### src/solenoid_image_pkg.sv
// constants for the cyclic input image of the solenoid actuator node
package solenoid_image_pkg;

    // channel count, image width and synchroniser depth
    localparam int          CHANNELS    = 8;
    localparam int          IMAGE_W     = 32;
    localparam int          SYNC_STAGES = 2;

    // byte lanes of the image
    localparam int          OVERCUR_LSB  = 0;
    localparam int          OPEN_LOAD_LSB = 8;
    localparam int          PLUNGER_LSB  = 16;
    localparam int          FLAGS_LSB    = 24;

    // summary flag positions inside the flag byte
    localparam int          FLAG_DRV_STATUS  = 0;
    localparam int          FLAG_UNDERVOLT   = 1;
    localparam int          FLAG_SERIAL_ERR  = 2;
    localparam int          FLAG_PLUNGER     = 3;
    localparam int          FLAG_STRIKE      = 4;
    localparam int          FLAG_OPEN_LOAD   = 5;
    localparam int          FLAG_OVERCUR     = 6;
    localparam int          FLAG_THERMAL     = 7;

    // reset values
    localparam logic [31:0] IMAGE_RST = 32'h0000_0000;
    localparam logic        VALID_RST = 1'b0;

endpackage

### src/pin_sync.sv
// two-stage synchroniser for a group of asynchronous pins
`timescale 1ns/100ps
module pin_sync #(
    parameter int W = 1
) (
    input  wire logic         clock_i,
    input  wire logic         rst_i,
    input  wire logic [W-1:0] async_i,
    output logic      [W-1:0] sync_o
);

    logic [W-1:0] meta_r;
    logic [W-1:0] meta_nxt;
    logic [W-1:0] sync_r;
    logic [W-1:0] sync_nxt;

    initial begin
        if (W < 1) begin
            $error("pin_sync: width must be at least one");
        end
    end

    // first stage is read only by the second stage
    always_comb begin
        meta_nxt = async_i;
        sync_nxt = meta_r;
    end

    always_ff @(posedge clock_i) begin
        if (rst_i) begin
            meta_r <= '0;
            sync_r <= '0;
        end else begin
            meta_r <= meta_nxt;
            sync_r <= sync_nxt;
        end
    end

    assign sync_o = sync_r;

endmodule

### src/solenoid_fault_status_image.sv
// builds the cyclic input image of fault vectors and summary flags
`timescale 1ns/100ps

// Summary of operation
// - overcurrent vector, one bit per channel
// - open load vector, one bit per channel
// - plunger movement vector, one bit per channel
// - single flag mirrors overall driver status
// - flag set on driver undervoltage
// - flag set on serial link errors
// - flag set on plunger fault, any channel
// - flag set when strike current missed anywhere
// - flag set on open load, any channel
// - flag set on overcurrent, any channel
// - flag set during driver thermal shutdown
// - image marked valid once cyclic exchange runs
// - healthy device reads all zero
module solenoid_fault_status_image #(
    parameter int CHANNELS = solenoid_image_pkg::CHANNELS
) (
    input  wire logic                clock_i,
    input  wire logic                rst_i,
    input  wire logic [CHANNELS-1:0] overcurrent_i,
    input  wire logic [CHANNELS-1:0] open_load_i,
    input  wire logic [CHANNELS-1:0] plunger_motion_check_i,
    input  wire logic [CHANNELS-1:0] strike_miss_i,
    input  wire logic                driver_fault_i,
    input  wire logic                undervoltage_i,
    input  wire logic                thermal_shutdown_i,
    input  wire logic                serial_error_i,
    input  wire logic                cycle_strobe_i,
    input  wire logic                link_operate_i,
    output logic [31:0]              cyclic_input_image_o,
    output logic                     image_valid_o
);

    localparam int PIN_W = 4 * CHANNELS + 3;

    initial begin
        if (CHANNELS < 1 || CHANNELS > solenoid_image_pkg::CHANNELS) begin
            $error("solenoid_fault_status_image: channel count out of range");
        end
    end

    // widen a channel vector to a full image byte, unused bits read zero
    function automatic logic [7:0] to_byte(input logic [CHANNELS-1:0] v);
        logic [7:0] b;
        b = 8'h00;
        b[CHANNELS-1:0] = v;
        return b;
    endfunction

    // assemble image bytes; flag byte is computed from the vectors and the misc bits
    function automatic logic [31:0] build_image(
        input logic [7:0] oc,
        input logic [7:0] ol,
        input logic [7:0] pm,
        input logic [7:0] sm,
        input logic [3:0] misc
    );
        logic [31:0] img;
        logic [7:0]  fl;
        fl = 8'h00;
        fl[solenoid_image_pkg::FLAG_DRV_STATUS] = misc[0];
        fl[solenoid_image_pkg::FLAG_UNDERVOLT]  = misc[1];
        fl[solenoid_image_pkg::FLAG_SERIAL_ERR] = misc[3];
        fl[solenoid_image_pkg::FLAG_PLUNGER]    = |pm;
        fl[solenoid_image_pkg::FLAG_STRIKE]     = |sm;
        fl[solenoid_image_pkg::FLAG_OPEN_LOAD]  = |ol;
        fl[solenoid_image_pkg::FLAG_OVERCUR]    = |oc;
        fl[solenoid_image_pkg::FLAG_THERMAL]    = misc[2];
        img = solenoid_image_pkg::IMAGE_RST;
        img[solenoid_image_pkg::OVERCUR_LSB +: 8]   = oc;
        img[solenoid_image_pkg::OPEN_LOAD_LSB +: 8] = ol;
        img[solenoid_image_pkg::PLUNGER_LSB +: 8]   = pm;
        img[solenoid_image_pkg::FLAGS_LSB +: 8]     = fl;
        return img;
    endfunction

    // driver pins come from another domain
    logic [PIN_W-1:0]    pins_sync;
    logic [CHANNELS-1:0] oc_live;
    logic [CHANNELS-1:0] ol_live;
    logic [CHANNELS-1:0] pm_live;
    logic [CHANNELS-1:0] sm_live;
    logic [3:0]          misc_live;

    pin_sync #(
        .W (PIN_W)
    ) u_pin_sync (
        .clock_i (clock_i),
        .rst_i   (rst_i),
        .async_i ({thermal_shutdown_i, undervoltage_i, driver_fault_i,
                   strike_miss_i, plunger_motion_check_i, open_load_i, overcurrent_i}),
        .sync_o  (pins_sync)
    );

    // bit n of each vector is channel n+1
    always_comb begin
        oc_live   = pins_sync[0 +: CHANNELS];
        ol_live   = pins_sync[CHANNELS +: CHANNELS];
        pm_live   = pins_sync[2*CHANNELS +: CHANNELS];
        sm_live   = pins_sync[3*CHANNELS +: CHANNELS];
        misc_live = {serial_error_i, pins_sync[4*CHANNELS +: 3]};
    end

    // sticky holders: a fault shorter than one master cycle still reaches the image
    logic [CHANNELS-1:0] oc_hold_r;
    logic [CHANNELS-1:0] oc_hold_nxt;
    logic [CHANNELS-1:0] ol_hold_r;
    logic [CHANNELS-1:0] ol_hold_nxt;
    logic [CHANNELS-1:0] pm_hold_r;
    logic [CHANNELS-1:0] pm_hold_nxt;
    logic [CHANNELS-1:0] sm_hold_r;
    logic [CHANNELS-1:0] sm_hold_nxt;
    logic [3:0]          misc_hold_r;
    logic [3:0]          misc_hold_nxt;
    logic                take;

    assign take = cycle_strobe_i && link_operate_i;

    // set wins over the clear taken by a snapshot
    always_comb begin
        oc_hold_nxt   = (take ? '0 : oc_hold_r) | oc_live;
        ol_hold_nxt   = (take ? '0 : ol_hold_r) | ol_live;
        pm_hold_nxt   = (take ? '0 : pm_hold_r) | pm_live;
        sm_hold_nxt   = (take ? '0 : sm_hold_r) | sm_live;
        misc_hold_nxt = (take ? 4'h0 : misc_hold_r) | misc_live;
    end

    always_ff @(posedge clock_i) begin
        if (rst_i) begin
            oc_hold_r   <= '0;
            ol_hold_r   <= '0;
            pm_hold_r   <= '0;
            sm_hold_r   <= '0;
            misc_hold_r <= 4'h0;
        end else begin
            oc_hold_r   <= oc_hold_nxt;
            ol_hold_r   <= ol_hold_nxt;
            pm_hold_r   <= pm_hold_nxt;
            sm_hold_r   <= sm_hold_nxt;
            misc_hold_r <= misc_hold_nxt;
        end
    end

    // image and validity; image is frozen between snapshots for coherence
    logic [31:0] image_r;
    logic [31:0] image_nxt;
    logic        valid_r;
    logic        valid_nxt;

    always_comb begin
        image_nxt = image_r;
        valid_nxt = valid_r;
        if (take) begin
            image_nxt = build_image(to_byte(oc_hold_r | oc_live),
                                    to_byte(ol_hold_r | ol_live),
                                    to_byte(pm_hold_r | pm_live),
                                    to_byte(sm_hold_r | sm_live),
                                    misc_hold_r | misc_live);
        end
        if (!link_operate_i) begin
            valid_nxt = 1'b0;
        end else if (cycle_strobe_i) begin
            valid_nxt = 1'b1;
        end
    end

    always_ff @(posedge clock_i) begin
        if (rst_i) begin
            image_r <= solenoid_image_pkg::IMAGE_RST;
            valid_r <= solenoid_image_pkg::VALID_RST;
        end else begin
            image_r <= image_nxt;
            valid_r <= valid_nxt;
        end
    end

    assign cyclic_input_image_o = image_r;
    assign image_valid_o        = valid_r;
endmodule

### config.mk
export PLATFORM = sky130hd
export DESIGN_NAME = solenoid_fault_status_image
export DESIGN_NICKNAME = d
export VERILOG_FILES = /design/src/solenoid_image_pkg.sv /design/src/pin_sync.sv /design/src/solenoid_fault_status_image.sv
export SDC_FILE = /design/constraint.sdc
export NUM_CORES = 1
export LEC_CHECK = 0
export BUFFER_PORTS_ARGS = -buffer_cell sky130_fd_sc_hd__buf_4
export CORE_AREA = 2 2 93 95
export CTS_CLUSTER_DIAMETER = 150
export DETAILED_ROUTE_END_ITERATION = 10
export DIE_AREA = 0 0 95 97
export PLACE_DENSITY = 0.76
export SYNTH_ARGS = -nofsm -noshare
export SYNTH_HDL_FRONTEND = slang
export SYNTH_SLANG_ARGS = --single-unit
### constraint.sdc
create_clock -name clock_i -period 1.2 [get_ports clock_i]
set_input_delay 0.3 -clock clock_i [delete_from_list [all_inputs] [get_ports clock_i]]
set_output_delay 0.3 -clock clock_i [all_outputs]
set_load 0.01 [all_outputs]
==> results.md <==
* Maximum Capacitance Violations at 0
* Mapped cell area at 4300 sq um
* Clock transition at the registers of the reported paths at 0.06 ns
* Fmax at 794 MHz
* Count leader, synth: dfxtp_1
* Pre-CTS WS at -0.0335 ns
* Number of global-route vias before repair at 3149
* Row cnt at 33
* Worst-Margin Slew at 0.367 ns
* Fin. Hold Viols at 0
* Worst path cell trace: buf_6
* Delay-heaviest family, CP: flip-flops
* Chip height at 97 microns
* Primary FF master, synth: dfxtp_1
* CTS tree: done
* Syn Inst Count at 415
* Critical path's slowest cell: dfxtp_2
* # DRC at 0
* Worst setup margin at -0.0591 ns
* Crit end category: primary output
* Syn nets at 455
* TritonCTS Buffers at 17
* Synth area leader: dfxtp_1
* Max incr delay on CP at 0.35 ns
* Largest cells by area after synthesis: dfxtp_1, nor2b_1, nor2_1
* Ant. Diodes at 0
* Pwr Total at 11.4 mW
* Commonest cells in the netlist: dfxtp_1, nor2_1, nor2b_1, a21oi_1, nor3_1
* Vias at 3206
* Area of the multi-input gates at 1410 sq um
* Sequential share of the synthesized area at 0.647
* Clk_skew at 0.00673 ns
* RSZ-0062 raised after global routing: true
* 1st-iter DRT viols at 107
* Grt ovf at 0
* Total Negative Setup Slacks at -1.53 ns
* Insertion delay to the later sink of the worst-skew pair at 0.51 ns
* Clock buffer depth at 2
* Port Buf Inserts at 72
* Worst hold path type: input pin to register
* Status: finished, violations left
* DIE WIDTH at 95 microns
* Crit Path Category: register to primary output
* Fraction of registers with async set/reset at 0
* Vias/cell at 4.90
* Clk sinks at 139
* Overall routed net length at 8.70 mm
* Largest net degree at the start of global routing at 33
* Total die area at 9220 sq um
* GP Congestion at 0.758
* Starting Density at 0.529
* Worst EP arrival at 0.96 ns
* Final Max Slew Viols at 0
* Proportion of netlist area held by the largest area contributor at 0.647
* Nets@finish at 577
* Initial antenna violation count at 0
* HPWL Detailed at 5.30 mm
* Leakage power at 2.58 nW
* Register bit total from synthesis at 139
* Root Buffer: clkbuf_8
* Seq. cell area at 2820 sq um
* Critical path buffer and inverter count at 1
* Dpl cell area at 5010 sq um
* PwrDens at 1850 nW/um^2
* Post-synth EDFFs at 0
* H-tree levels at 4
* Finished Cell Area at 6180 sq um
* Ys Warns at 0
* IO Pins at 73
* Worst VDD drop at 0.00127 V
* Fillers at 525
* Post-layout min period at 1.26 ns
* Worst Path Max Fanout at 2
* First-pass GRT wire length at 14.4 mm
* Final ANT Viol Nets at 0
* CORE AREA at 8130 sq um
* Area Growth Syn to Fin at 43.7%
* Avg Cell Area, Syn at 10.4 sq um
* Total GRT Usage at 0.199
* First-pass iteration count of the detailed router at 6
* Ratio of cells with drive above 1 in the final layout at 0.332
* Final setup fails at 33
* CP startpoint kind: register
* CP required at 0.90 ns
* Violated checks: negative setup slack
* Final period utilization at 1.05
* WL/cell at 13.3 microns
* Max_slew headroom at 0.753
* Post-synth cell types at 23
-- area by class of cell --
class / count / area share
multi-input cells: 251 / 0.227
repair buffers: 128 / 0.193
clock buffers: 20 / 0.0704
well taps: 105 / 0.0213
clock inverters: 11 / 0.0312
flip-flops and latches: 139 / 0.457
-- layer usage --
layer | global-route usage | vias up | wire, microns
met5 | 0 | - | 0
met4 | 0.0569 | 0 | 57
met3 | 0.0709 | 7 | 398
met2 | 0.346 | 75 | 4600
met1 | 0.228 | 1508 | 3650
li1 | - | 1616 | -
-- sequential cells by signal, summed over array words and instances (netlist names) --
name                  flops
cyclic_input_image_o     32
oc_hold_r                 8
ol_hold_r                 8
u_pin_sync.sync_o        35
image_valid_o             1
sm_hold_r                 8
u_pin_sync.meta_r        35
misc_hold_r               4
pm_hold_r                 8
-- logic make-up (layout without fill, tap and decap cells) --
family / after synthesis / in the layout / share of synthesized area
and+or+nand+nor: 191 / 191 / 0.227
buffers and inverters: 25 / 159 / 0.0297
DFF: 139 / 139 / 0.647
AOI/OAI and AO/OA: 60 / 60 / 0.0968
-- stage by stage --
step	hold slack (ns)	std cells	util
after global placement	0.418	582	0.616
after detailed placement	0.420	582	0.616
after CTS	0.000321	647	0.752
final	0.0104	654	0.760
after floorplan	0.414	415	-
after global routing	0.00131	654	0.760
-- cells in the final DEF, fill, tap and decap left out, types with 3 or more instances in the layout --
| cell type | n |
|---|---|
| nor3_1 | 20 |
| buf_6 | 33 |
| and3_1 | 3 |
| dfxtp_1 | 106 |
| nor4_1 | 7 |
| buf_4 | 68 |
| clkbuf_16 | 16 |
| o21bai_1 | 3 |
| a211oi_1 | 7 |
| nor2b_1 | 70 |
| a21oi_1 | 36 |
| dlygate4sd3_1 | 23 |
| a211oi_2 | 10 |
| buf_12 | 4 |
| bufinv_16 | 5 |
| dfxtp_2 | 33 |
| nor2_1 | 83 |
-- where the power goes --
part	switching [mW]	internal, mW	total [mW]	leakage [nW]
clock	1.86	3.63	5.49	0.301
sequential	0.128	4.87	5.00	1.16
combinational	0.396	0.532	0.928	1.12
total	2.38	9.03	11.4	2.58
-- what timing repair did --
action,4_1_cts,5_1_grt
hold endpoints to repair,23,0
setup endpoints to repair,33,35
hold buffers,23,0
setup buffers,11,7
gates resized for setup,66,2
-- final timing paths --
kind                                        start                               endpoint  slack [ns]  depth (start not counted)
max          cyclic_input_image_o[4]$_SDFFE_PP0P_                cyclic_input_image_o[4]       -0.06                          1
max reg2reg               pm_hold_r[2]$_SDFF_PP0_  cyclic_input_image_o[27]$_SDFFE_PP0P_        0.07                          3
min reg2reg      u_pin_sync.meta_r[12]$_SDFF_PP0_       u_pin_sync.sync_o[12]$_SDFF_PP0_        0.43                          1
min                              strike_miss_i[5]       u_pin_sync.meta_r[29]$_SDFF_PP0_        0.01                          2
No activity file was read; power rests on OpenSTA's default activity.
